[src/include/crc_check_pkg.sv]
// Summary of operation
// - Eight-bit CRC error count starts at zero and saturates at its maximum.
// - Writing one to counter clear zeroes both counts; bit self-clears.
// - Source field: 000 off/reset, 010 copper, 100 SGMII, 110 QSGMII.
// - Generator gap is programmed value plus one bytes; resets to eleven.
// - Software reset bit resets state machines at once, then self-clears.
// - New mode value takes effect only after a software reset.
// - Hardware reset loads the mode field from the strap inputs.
// - Mode 000 QSGMII-copper, 001 SGMII-copper, 010 QSGMII-1000BASE-X.
// - Mode 011 is QSGMII-100BASE-FX, or auto media when bit six set.
// - Eight-bit packet count in upper byte, starts at zero, saturates.
package crc_check_pkg;

  // ----------------------------------------------------------------------
  // Register map (byte addresses are four times the index)
  // ----------------------------------------------------------------------
  localparam logic [7:0]  IDX_COUNTS     = 8'h11;
  localparam logic [7:0]  IDX_CHECKER    = 8'h12;
  localparam logic [7:0]  IDX_GAP        = 8'h13;
  localparam logic [7:0]  IDX_GENERAL    = 8'h14;
  localparam logic [7:0]  IDX_IRQ_STATUS = 8'h15;
  localparam logic [7:0]  IDX_IRQ_ENABLE = 8'h16;
  localparam logic [7:0]  IDX_IRQ_CLEAR  = 8'h17;
  localparam int          ADDR_W         = 12;

  // ----------------------------------------------------------------------
  // Field positions and reset values
  // ----------------------------------------------------------------------
  localparam int          CLR_BIT        = 4;
  localparam int          SRST_BIT       = 15;
  localparam int          MEDIA_BIT      = 6;
  localparam logic [7:0]  GAP_RESET      = 8'h0b;
  localparam logic [7:0]  COUNT_MAX      = 8'hff;
  localparam logic [7:0]  GAP_CNT_ZERO   = 8'h00;
  localparam logic [8:0]  GAP_ONE        = 9'h001;
  localparam logic [10:0] GEN_RSVD_RESET = 11'h020;  // Bit 9 set, bit 6 clear
  localparam int          IRQ_W          = 3;
  localparam int          IRQ_PKT        = 0;
  localparam int          IRQ_CRC        = 1;
  localparam int          IRQ_SAT        = 2;
  localparam int          SRST_CYCLES_W  = 2;
  localparam logic [1:0]  SRST_CYCLES    = 2'h3;

  // ----------------------------------------------------------------------
  // Enumerations
  // ----------------------------------------------------------------------
  localparam logic [2:0]  SRC_OFF        = 3'h0;
  localparam logic [2:0]  SRC_COPPER     = 3'h2;
  localparam logic [2:0]  SRC_SGMII      = 3'h4;
  localparam logic [2:0]  SRC_QSGMII     = 3'h6;

  localparam logic [2:0]  MODE_Q_COPPER  = 3'h0;
  localparam logic [2:0]  MODE_S_COPPER  = 3'h1;
  localparam logic [2:0]  MODE_Q_1000X   = 3'h2;
  localparam logic [2:0]  MODE_Q_100FX   = 3'h3;

  typedef enum logic [2:0] {
    MEDIA_NONE    = 3'h0,
    MEDIA_Q_COP   = 3'h1,
    MEDIA_S_COP   = 3'h2,
    MEDIA_Q_1000X = 3'h3,
    MEDIA_Q_FX    = 3'h4,
    MEDIA_Q_AUTO  = 3'h5
  } media_type;

  typedef enum logic [1:0] {
    GAP_IDLE = 2'b00,
    GAP_WAIT = 2'b01,
    GAP_DONE = 2'b11
  } gap_state_type;

endpackage : crc_check_pkg

[src/logic/crc_checker_and_mode_control.sv]
`timescale 1ns/1ps
// ------------------------------------------------------------------------
// CRC checker, generator gap pacing, software reset and mode control
// ------------------------------------------------------------------------
module crc_checker_and_mode_control
  import crc_check_pkg::*;
(
  input  wire logic              core_clk,
  input  wire logic              nrst,
  input  wire logic              ce,
  // APB slave
  input  wire logic              psel,
  input  wire logic              penable,
  input  wire logic              pwrite,
  input  wire logic [ADDR_W-1:0] paddr,
  input  wire logic [31:0]       pwdata,
  output logic      [31:0]       prdata,
  output logic                   pready,
  output logic                   pslverr,
  // Packet-end strobes from the three receive paths (same clock)
  input  wire logic              copper_pkt_end,
  input  wire logic              copper_crc_bad,
  input  wire logic              sgmii_pkt_end,
  input  wire logic              sgmii_crc_bad,
  input  wire logic              qsgmii_pkt_end,
  input  wire logic              qsgmii_crc_bad,
  // Mode strap pins, asynchronous to the core clock
  input  wire logic [2:0]        mode_strap,
  // Generator handshake
  input  wire logic              gen_frame_done,
  output logic                   gen_gap_open,
  output logic      [7:0]        inter_frame_gap,
  // Effective state
  output logic      [2:0]        checker_source,
  output logic      [2:0]        active_mode,
  output media_type              active_media,
  output logic                   state_machine_reset,
  output logic                   irq
);

  // ----------------------------------------------------------------------
  // Functions
  // ----------------------------------------------------------------------
  function automatic logic [7:0] reg_index(input logic [ADDR_W-1:0] a);
    reg_index = a[9:2];
  endfunction : reg_index

  function automatic logic word_ok(input logic [ADDR_W-1:0] a);
    word_ok = (a[1:0] == 2'b00) && (a[ADDR_W-1:10] == 2'b00);
  endfunction : word_ok

  function automatic media_type decode_mode(input logic [2:0] m,
                                            input logic       auto_bit);
    unique case (m)
      MODE_Q_COPPER: decode_mode = MEDIA_Q_COP;
      MODE_S_COPPER: decode_mode = MEDIA_S_COP;
      MODE_Q_1000X:  decode_mode = MEDIA_Q_1000X;
      MODE_Q_100FX:  decode_mode = auto_bit ? MEDIA_Q_AUTO : MEDIA_Q_FX;
      default:       decode_mode = MEDIA_NONE;
    endcase
  endfunction : decode_mode

  // ----------------------------------------------------------------------
  // Strap synchroniser and register state
  // ----------------------------------------------------------------------
  logic [2:0]  strap_meta_reg;
  logic [2:0]  strap_sync_reg;
  logic        strap_meta_vld_reg;
  logic        strap_sync_vld_reg;
  logic        strap_loaded_reg, strap_loaded_next;
  logic [2:0]  src_reg,          src_next;
  logic [7:0]  gap_reg,          gap_next;
  logic [2:0]  mode_reg,         mode_next;
  logic [2:0]  act_mode_reg,     act_mode_next;
  logic        act_auto_reg,     act_auto_next;
  logic [10:0] gen_rsvd_reg,     gen_rsvd_next;
  logic        clr_pulse_reg,    clr_pulse_next;
  logic [1:0]  srst_cnt_reg,     srst_cnt_next;
  logic [IRQ_W-1:0] irq_stat_reg, irq_stat_next;
  logic [IRQ_W-1:0] irq_en_reg,   irq_en_next;
  logic [31:0] rdata_reg,        rdata_next;

  logic        wr_access;
  logic        rd_access;
  logic [7:0]  idx;
  logic        mapped;
  logic        srst_active;
  logic        pkt_end;
  logic        crc_bad;
  logic [7:0]  pkt_count;
  logic [7:0]  err_count;
  logic        pkt_max;
  logic        err_max;
  logic        counters_clr;

  // Strap pins pass two flops before use; the valid flags stop the
  // load from latching the synchroniser's reset value instead of a pin
  always_ff @(posedge core_clk or negedge nrst) begin
    if (!nrst) begin
      strap_meta_reg     <= MODE_Q_COPPER;
      strap_sync_reg     <= MODE_Q_COPPER;
      strap_meta_vld_reg <= 1'b0;
      strap_sync_vld_reg <= 1'b0;
    end else if (ce) begin
      strap_meta_reg     <= mode_strap;
      strap_sync_reg     <= strap_meta_reg;
      strap_meta_vld_reg <= 1'b1;
      strap_sync_vld_reg <= strap_meta_vld_reg;
    end
  end

  assign idx       = reg_index(paddr);
  assign wr_access = psel && penable && pwrite;
  assign rd_access = psel && penable && !pwrite;
  assign mapped    = word_ok(paddr) &&
                     (idx >= IDX_COUNTS) && (idx <= IDX_IRQ_CLEAR);
  assign srst_active = (srst_cnt_reg != 2'h0);

  // ----------------------------------------------------------------------
  // Receive path select and counters
  // ----------------------------------------------------------------------
  // source select
  always_comb begin
    unique case (src_reg)
      SRC_COPPER: begin
        pkt_end = copper_pkt_end;
        crc_bad = copper_crc_bad;
      end
      SRC_SGMII: begin
        pkt_end = sgmii_pkt_end;
        crc_bad = sgmii_crc_bad;
      end
      SRC_QSGMII: begin
        pkt_end = qsgmii_pkt_end;
        crc_bad = qsgmii_crc_bad;
      end
      default: begin
        pkt_end = 1'b0;
        crc_bad = 1'b0;
      end
    endcase
  end

  // clear pulse; source 000 also holds the checker in reset
  assign counters_clr = clr_pulse_reg || (src_reg == SRC_OFF);

  sat_counter u_pkt_count (
    .core_clk (core_clk),
    .nrst     (nrst),
    .ce       (ce),
    .clr      (counters_clr),
    .inc      (pkt_end),
    .count    (pkt_count),
    .at_max   (pkt_max)
  );

  sat_counter u_err_count (
    .core_clk (core_clk),
    .nrst     (nrst),
    .ce       (ce),
    .clr      (counters_clr),
    .inc      (pkt_end && crc_bad),
    .count    (err_count),
    .at_max   (err_max)
  );

  // ----------------------------------------------------------------------
  // Register file next state
  // ----------------------------------------------------------------------
  always_comb begin
    strap_loaded_next = strap_loaded_reg || strap_sync_vld_reg;
    src_next       = src_reg;
    gap_next       = gap_reg;
    mode_next      = mode_reg;
    act_mode_next  = act_mode_reg;
    act_auto_next  = act_auto_reg;
    gen_rsvd_next  = gen_rsvd_reg;
    clr_pulse_next = 1'b0;
    srst_cnt_next  = srst_active ? srst_cnt_reg - 2'h1 : srst_cnt_reg;
    irq_en_next    = irq_en_reg;
    irq_stat_next  = irq_stat_reg;
    rdata_next     = rdata_reg;
    if (!strap_loaded_reg && strap_sync_vld_reg) begin
      mode_next     = strap_sync_reg;
      act_mode_next = strap_sync_reg;
    end
    if (wr_access && mapped) begin
      unique case (idx)
        IDX_CHECKER: begin
          src_next       = pwdata[2:0];
          clr_pulse_next = pwdata[CLR_BIT];
        end
        IDX_GAP:        gap_next = pwdata[7:0];
        IDX_GENERAL: begin
          mode_next     = pwdata[2:0];
          gen_rsvd_next = pwdata[14:4];
          if (pwdata[SRST_BIT]) begin
            srst_cnt_next = SRST_CYCLES;
          end
        end
        IDX_IRQ_ENABLE: irq_en_next = pwdata[IRQ_W-1:0];
        IDX_IRQ_CLEAR:  irq_stat_next = irq_stat_reg & ~pwdata[IRQ_W-1:0];
        default: ;
      endcase
    end
    if (srst_cnt_reg == 2'h1) begin
      act_mode_next = mode_reg;
      act_auto_next = gen_rsvd_reg[MEDIA_BIT-4];
    end
    // Set wins over clear
    if (pkt_end) begin
      irq_stat_next[IRQ_PKT] = 1'b1;
    end
    if (pkt_end && crc_bad) begin
      irq_stat_next[IRQ_CRC] = 1'b1;
    end
    if (pkt_max || err_max) begin
      irq_stat_next[IRQ_SAT] = 1'b1;
    end
    // Read data is captured in setup so it stands for the access cycle
    if (psel && !penable && !pwrite) begin
      rdata_next = 32'h0000_0000;
      unique case (reg_index(paddr))
        IDX_COUNTS:     rdata_next[15:0] = {pkt_count, err_count};
        IDX_CHECKER:    rdata_next[2:0]  = src_reg;
        IDX_GAP:        rdata_next[7:0]  = gap_reg;
        IDX_GENERAL:    rdata_next[15:0] = {srst_active, gen_rsvd_reg,
                                            1'b0, mode_reg};
        IDX_IRQ_STATUS: rdata_next[IRQ_W-1:0] = irq_stat_reg;
        IDX_IRQ_ENABLE: rdata_next[IRQ_W-1:0] = irq_en_reg;
        default: ;
      endcase
    end
  end

  // Register file storage
  always_ff @(posedge core_clk or negedge nrst) begin
    if (!nrst) begin
      strap_loaded_reg <= 1'b0;
      src_reg       <= SRC_OFF;
      gap_reg       <= GAP_RESET;
      mode_reg      <= MODE_Q_COPPER;
      act_mode_reg  <= MODE_Q_COPPER;
      act_auto_reg  <= 1'b0;
      gen_rsvd_reg  <= GEN_RSVD_RESET;
      clr_pulse_reg <= 1'b0;
      srst_cnt_reg  <= 2'h0;
      irq_stat_reg  <= '0;
      irq_en_reg    <= '0;
      rdata_reg     <= 32'h0000_0000;
    end else if (ce) begin
      strap_loaded_reg <= strap_loaded_next;
      src_reg       <= src_next;
      gap_reg       <= gap_next;
      mode_reg      <= mode_next;
      act_mode_reg  <= act_mode_next;
      act_auto_reg  <= act_auto_next;
      gen_rsvd_reg  <= gen_rsvd_next;
      clr_pulse_reg <= clr_pulse_next;
      srst_cnt_reg  <= srst_cnt_next;
      irq_stat_reg  <= irq_stat_next;
      irq_en_reg    <= irq_en_next;
      rdata_reg     <= rdata_next;
    end
  end

  // ----------------------------------------------------------------------
  // Generator gap pacing
  // ----------------------------------------------------------------------
  gap_state_type gap_state_reg, gap_state_next;
  logic [8:0]    gap_cnt_reg,   gap_cnt_next;

  // gap of value plus one bytes; the software reset aborts a gap
  always_comb begin
    gap_state_next = gap_state_reg;
    gap_cnt_next   = gap_cnt_reg;
    unique case (gap_state_reg)
      GAP_IDLE: begin
        if (gen_frame_done) begin
          gap_cnt_next   = {1'b0, gap_reg} + GAP_ONE;
          gap_state_next = GAP_WAIT;
        end
      end
      GAP_WAIT: begin
        gap_cnt_next = gap_cnt_reg - GAP_ONE;
        if (gap_cnt_reg == GAP_ONE) begin
          gap_state_next = GAP_DONE;
        end
      end
      GAP_DONE: gap_state_next = GAP_IDLE;
      default:  gap_state_next = GAP_IDLE;
    endcase
    if (srst_active) begin
      gap_state_next = GAP_IDLE;
      gap_cnt_next   = 9'h000;
    end
  end

  // Gap state storage
  always_ff @(posedge core_clk or negedge nrst) begin
    if (!nrst) begin
      gap_state_reg <= GAP_IDLE;
      gap_cnt_reg   <= 9'h000;
    end else if (ce) begin
      gap_state_reg <= gap_state_next;
      gap_cnt_reg   <= gap_cnt_next;
    end
  end

  // ----------------------------------------------------------------------
  // Outputs
  // ----------------------------------------------------------------------
  assign gen_gap_open        = (gap_state_reg == GAP_DONE);
  assign inter_frame_gap     = gap_reg;
  assign checker_source      = src_reg;
  assign active_mode         = act_mode_reg;
  assign active_media        = decode_mode(act_mode_reg, act_auto_reg);
  assign state_machine_reset = srst_active;
  assign irq                 = |(irq_stat_reg & irq_en_reg);
  assign pready              = 1'b1;
  assign pslverr             = psel && penable && !mapped;
  assign prdata              = rdata_reg;

endmodule : crc_checker_and_mode_control

[src/logic/sat_counter.sv]
`timescale 1ns/1ps
// ------------------------------------------------------------------------
// Saturating eight-bit counter with synchronous clear
// ------------------------------------------------------------------------
module sat_counter
  import crc_check_pkg::*;
(
  input  wire logic       core_clk,
  input  wire logic       nrst,
  input  wire logic       ce,
  input  wire logic       clr,
  input  wire logic       inc,
  output logic [7:0]      count,
  output logic            at_max
);

  logic [7:0] count_reg;
  logic [7:0] count_next;

  // Clear has priority; holds at max rather than wrapping
  always_comb begin
    count_next = count_reg;
    if (clr) begin
      count_next = GAP_CNT_ZERO;
    end else if (inc && count_reg != COUNT_MAX) begin
      count_next = count_reg + 8'h01;
    end
  end

  // State register
  always_ff @(posedge core_clk or negedge nrst) begin
    if (!nrst) begin
      count_reg <= GAP_CNT_ZERO;
    end else if (ce) begin
      count_reg <= count_next;
    end
  end

  assign count  = count_reg;
  assign at_max = (count_reg == COUNT_MAX);

endmodule : sat_counter

[config.mk]
export PLATFORM = sky130hd
export DESIGN_NAME = crc_checker_and_mode_control
export DESIGN_NICKNAME = d
export VERILOG_FILES = /design/src/include/crc_check_pkg.sv /design/src/logic/crc_checker_and_mode_control.sv /design/src/logic/sat_counter.sv
export SDC_FILE = /design/constraint.sdc
export NUM_CORES = 1
export LEC_CHECK = 0
export BUFFER_PORTS_ARGS = -buffer_cell sky130_fd_sc_hd__buf_2
export CAP_MARGIN = 15
export CORE_MARGIN = 5
export CORE_UTILIZATION = 35
export DETAILED_ROUTE_END_ITERATION = 12
export MAX_ROUTING_LAYER = met4
export PLACE_DENSITY = 0.55
export SETUP_SLACK_MARGIN = 0.4
export SLEW_MARGIN = 10
export SYNTH_ARGS = -nofsm -noshare
export SYNTH_HDL_FRONTEND = slang
export SYNTH_SLANG_ARGS = --single-unit
[constraint.sdc]
create_clock -name core_clk -period 2.5 [get_ports core_clk]
set_input_delay 0.125 -clock core_clk [delete_from_list [all_inputs] [get_ports core_clk]]
set_output_delay 0.125 -clock core_clk [all_outputs]
set_load 0.005 [all_outputs]
**Word level (Yosys, flattened, before mapping)**

Cells that the tools add are included.

- Bits in registers: 90
- Logic and storage cells: 140
- Output and inout port bits: 54
- Input port bits: 60

- $lt $le $gt $ge: 2
- Reduce and logical (&&, ||, !) cells: 51
- Add/subtract/negate cells: 5
- Mux-type cells: 34
- Bitwise operators: 3
- Equal/unequal tests: 23

Operators by type and width:

| operator | number |
|---|---|
| 8-bit by 5-bit equality test with 1-bit output (second input constant) | 7 |
| 8-bit two-way mux | 4 |
| 3-bit AND reduction | 9 |
| 3-bit two-way mux | 7 |
| 2-bit nonzero test | 10 |
| 9-bit two-way mux | 2 |
| 3-bit one-hot mux with 6 select lines | 1 |
| 9-bit one-hot mux with 2 select lines | 1 |
| 8-bit by 1-bit adder with 8-bit output (second input constant) | 2 |
| 8-bit equality test (second input constant) | 2 |
| 8-bit != test (second input constant) | 2 |
| 8-bit one-hot mux with 2 select lines | 1 |
| 5-bit one-hot mux with 3 select lines | 1 |
| 2-bit two-way mux | 7 |
| 1-bit logical AND | 13 |
| 3-bit one-hot mux with 4 select lines | 1 |
| 2-bit AND reduction | 5 |
| 8-bit by 1-bit adder with 9-bit output (second input constant) | 1 |
| 3-bit by 2-bit equality test with 1-bit output (second input constant) | 3 |
| 9-bit by 1-bit equality test with 1-bit output (second input constant) | 1 |
| 9-bit by 1-bit subtractor with 9-bit output (second input constant) | 1 |
| 8-bit by 5-bit >= comparator with 1-bit output (second input constant) | 1 |
| 8-bit by 5-bit less-or-equal comparator with 1-bit output (second input constant) | 1 |
| 3-bit bitwise AND | 2 |
| 16 further kinds | 33 |

**Logic depth before layout (Yosys ltp)**

- Depth after elaboration: 7
- Depth in mapped cells: 7
- Depth with buffers taken out: 6

**By module**

Synthesis repeated with hierarchy kept, for this count alone.

- Cell total of the unflattened synthesis: 486
- Area, all modules: 4946.0 um^2

Modules (own cells, without submodules):

| module | cells an instance | area an instance (um^2) | instances | seq. area each (um^2) |
|---|---|---|---|---|
| crc_checker_and_mode_control | 378 | 3943.8 | 1 | 1856.8 |
| sat_counter (u_err_count) | 54 | 503.0 | 1 | 200.2 |
| sat_counter (u_pkt_count) | 54 | 499.2 | 1 | 200.2 |

**Worst setup path before layout**

OpenSTA, ideal clock, no wires.

- Kind: register -> register
- Start point: reg gap_cnt_reg[0]
- End point: reg gap_cnt_reg[6]
- Period minus slack after synthesis: 1.894 ns
- Arrival time: 1.825 ns
- Slack: 0.606 ns
- Stages on the path, launching flop included: 8
- Data required time: 2.431 ns
- Setup time: 0.069 ns
- Path buffers: 1
- Cells stage by stage: dfrtp_1 > inv_1 > ha_1 > or3b_2 > clkbuf_1 > or4_1 > nand3_1 > a32o_1

- Longest elaborated chain between the ends: 3

Ends and longest elaborated chain:

| item | RTL line | source |
|---|---|---|
| from (decl) | crc_checker_and_mode_control.sv:271 | `logic [8:0] gap_cnt_reg, gap_cnt_next;` |
| from (signal assigned) | crc_checker_and_mode_control.sv:306 | `gap_cnt_reg <= gap_cnt_next;` |
| 9-bit by 1-bit subtractor with 9-bit output | crc_checker_and_mode_control.sv:285 | `gap_cnt_next = gap_cnt_reg - GAP_ONE;` |
| 9-bit one-hot mux with 2 select lines | crc_checker_and_mode_control.sv:277 | `unique case (gap_state_reg)` |
| 9-bit two-way mux | crc_checker_and_mode_control.sv:293 | `if (srst_active) begin` |

Every way passes these cells.
A chain may end at the register's enable or synchronous reset.

**Worst setup path in the final report**

- Start point: reg src_reg[2], in the netlist checker_source[2]
- End point: reg u_pkt_count.count_reg[4], in the netlist u_pkt_count.count[4]

- Longest elaborated chain between the ends: 5
- Elaborated cells on any way between the ends: 10
- Those cells by class: eq/ne (3); mux (2); reduce/logical (5)

Ends and longest elaborated chain:

| item | RTL line | source |
|---|---|---|
| from (decl) | crc_checker_and_mode_control.sv:71 | `logic [2:0] src_reg, src_next;` |
| from (signal assigned) | crc_checker_and_mode_control.sv:253 | `src_reg <= src_next;` |
| 3-bit equality test / 3-bit by 2-bit equality test with 1-bit output (equally long branches) | crc_checker_and_mode_control.sv:124 | `unique case (src_reg)` |
| 1-bit one-hot mux with 3 select lines | crc_checker_and_mode_control.sv:124 |  |
| 1-bit logical AND | sat_counter.sv:25 | `end else if (inc && count_reg != COUNT_MAX) begin` |
| 2-bit nonzero test (no source line) | - |  |
| 2-bit AND reduction (no source line) | - |  |
| to (signal assigned) | sat_counter.sv:35 | `count_reg <= count_next;` |
| to (decl) | sat_counter.sv:17 | `logic [7:0] count_reg;` |

Parallel ways exist; a longest one is shown, timed or not.

==> impl_metrics.yaml <==
setup_path:
  critPathKind: "reg2reg"
  cp.arrival_ns: 2.34
  timing.rr.start: "checker_source[2]"
  crit_fanout: 6
  required_ns: 2.77
  startpoint_type: "flop"
  path_cells: "mux2i_2 -> a2111o_2 -> buf_4 -> or4_1 -> a21oi_2"
  end_kind: "flop"
  crit_start: "checker_source[2]"
  worst_path_largest_cell_delay_ns: 0.53
  crit_path_top_delay_cell: "or4_1"
clock_network:
  htreeDepth: 3
  cts_tree: "built"
  numCtsBuffers: 9
  insertion_delay_ns: 0.35
  clockBufferDepth: 2
  cts-root-buf: "clkbuf_16"
  clock_sinks: 90
  clk_pin_slew_ns: 0.07
synthesis:
  synthSimpleGateAreaFrac_pct: 18.2
  synth_top_family_by_area: "compound AO/OA/AOI/OAI gates"
  ys.flop_type: "dfrtp_1"
  synthAdderAreaFrac_pct: 1.25
  async_flop_share_pct: 100
  synth_cell_types: 64
  ys_warn_count: 0
  synth_area_um2: 5000
  synth_edf_count: 0
  synth_xor_area_share_pct: 0.701
  syn-instance-count: 501
  synth-seq-cells: 90
  muxShareOfSynthArea_pct: 10.1
  synth-seq-area-share_pct: 45.1
  synth_compound_area_share_pct: 18.4
  synth.avg_cell_area_um2: 9.98
sta:
  tightest_slew_ns: 0.709
  setup_viol: 0
  fmax_mhz: 485
  finalHoldViolations: 0
  tns_ns: 0
  relSlewSlack_pct: 52.4
  post-route-period-util_pct: 82.4
  rsz0062_at_grt: "yes"
  finClkSkew_ns: 0.00873
  slew_viol_final: 0
  period_minus_slack_ns: 2.06
power_and_ir_drop:
  leakagePower_nw: 2.67
  pwr_density_cell_nw_per_um2: 744
  power.ir.vdd_worst_mv: 0.340
cells_and_area:
  largest_reg_flops: 16
  stdcell_area_um2: 5980
  nets: 656
  mostFrequentLayoutCells: "dfrtp_1 (84), buf_2 (80), nor2_1 (41)"
  drive_gt1_share_pct: 29.6
  layout_commonest_cell: "dfrtp_1"
  syn2layout_area_growth_pct: 19.5
global_route:
  grt_antenna_before_repair: 2
  grt.overflow.total: 0
  grt_pass1_vias: 4232
  grt_start_max_net_pins: 66
  grt_pass1_wl_mm: 23.2
  grt_use_total_pct: 18.2
place:
  dpl-instance-area_um2: 5580
  place_congestion: 0.842
  hpwl_mm: 10.4
  numPortBuffers: 80
routing:
  wire_per_inst_um: 18.6
  drtIter0Drc: 359
  drtAntennaViolNets: 0
  drc: 0
  routed_via_density: 5.53
  wl_mm: 14.4
  vias: 4296
  firstDrtPassIters: 4
floorplanning:
  die_h_um: 130
  initial_core_util_pct: 35.9
  fp.dieW_um: 130
  row_count: 43
  io_pins: 114
  fp.coreArea_um2: 13900
  die-area_um2: 16800
min_path:
  hp-start: "pwdata[8]"
  min_path_type: "in2reg"
run_status:
  status: "completed"
job:
  max_cap_viol_count: 0
-- Yosys cell counts (all sizes together) (2+ instances only) --
master,instances,share of area [%]
nand2,30,2.3
a32o,3,0.60
o21ai,30,3.0
conb,2,0.15
nor4b,2,0.48
a22oi,4,0.60
o31ai,6,0.90
or2,2,0.25
dfstp,4,2.1
nor4,8,2.1
o21ba,2,0.40
nand4,6,0.75
ha,5,1.3
mux2i,12,2.4
o311ai,4,0.70
and4b,2,0.40
a21oi,23,2.3
or3,6,0.75
nand2b,10,1.3
o22ai,6,0.75
inv,18,1.4
dfrtp,86,43
a211oi,5,0.75
a2bb2oi,4,0.70
or3b,2,0.35
buf,26,3.6
nor2b,5,0.63
nor2,41,3.1
o211a,4,0.80
or4,9,1.4
o211ai,4,0.60
o2bb2ai,3,0.53
mux2,34,7.7
and3,4,0.50
a31oi,5,0.63
o21a,3,0.45
o41ai,8,1.4
a221oi,8,1.4
o31a,2,0.35
nor3,9,1.1
clkbuf,16,1.2
xnor2,4,0.70
nand3,21,2.1
-- cell type report --
| class | instances | area (um^2) |
|---|---|---|
| flip-flops and latches | 90 | 2260 |
| multi-input cells | 367 | 2510 |
| well taps | 180 | 225 |
| inverters | 18 | 67.6 |
| repair buffers | 105 | 608 |
| diodes | 2 | 5.00 |
| fillers | 1365 | 7960 |
| clock buffers | 12 | 256 |
| clock inverters | 3 | 40.0 |
-- worst max-delay path, delay by kind of cell, from the launching register on --
family          cells  cell delay, ns
mux                 1            0.21
flops               1            0.45
simple gates        1            0.53
compound gates      2            0.63
buf+inv             1            0.17
-- final timing paths --
kind / to / slack, ns / cells after the start
worst max-delay path: u_pkt_count.count[4] / 0.44 / 5
worst min-delay path: gen_rsvd_reg[4] / 0.02 / 2
worst max register to register: u_pkt_count.count[4] / 0.44 / 5
worst min register to register: strap_meta_vld_reg / 0.46 / 1
max in group asynchronous: inter_frame_gap[0] / 1.54 / 3
min in group asynchronous: prdata[5] / 0.24 / 2
-- routing by layer --
layer / share of wire, % / wire length (um) / global-route usage [%]
met5: 0 / 0 / -
met4: 1.8 / 260 / 6.91
met1: 46 / 6660 / 24.5
met3: 4.8 / 692 / 3.17
met2: 47 / 6810 / 27.5
-- metrics by stage --
stage	utilization (%)	hold slack [ns]	setup slack [ns]	cells	total power, mW
after CTS	42.5	0.00239	0.409	769	4.47
final	42.9	0.0160	0.439	777	4.45
after global routing	42.9	0.0120	0.371	777	4.75
after global placement	40.0	0.0644	0.322	750	3.02
after floorplan	-	-0.171	0.606	516	2.68
after detailed placement	40.0	0.0659	0.287	750	3.06
-- report_power, final --
| part | leakage, nW | internal, mW | switching (mW) |
|---|---|---|---|
| registers | 1.14 | 1.67 | 0.275 |
| clock network | 0.148 | 0.821 | 0.566 |
| logic | 1.38 | 0.491 | 0.625 |
-- cell families (layout without fill, tap and decap cells) --
logic type / after synthesis / count (layout)
AND/OR/NAND/NOR: 162 / 162
AO/OA/AOI/OAI: 132 / 133
flip-flops: 90 / 90
buffers and inverters: 60 / 138
multiplexers: 46 / 46
adder cells (fa/ha/maj): 5 / 5
XOR/XNOR: 4 / 4
other: 2 / 19
-- timing repair --
item	in CTS	in global routing
hold buffers	3	0
gates cloned	1	0
setup buffers	0	6
pin swaps	1	1
resized for setup	2	4
setup endpoints to repair	10	9
endpoints found under the hold margin	27	0
No activity file was read; power rests on OpenSTA's default activity.
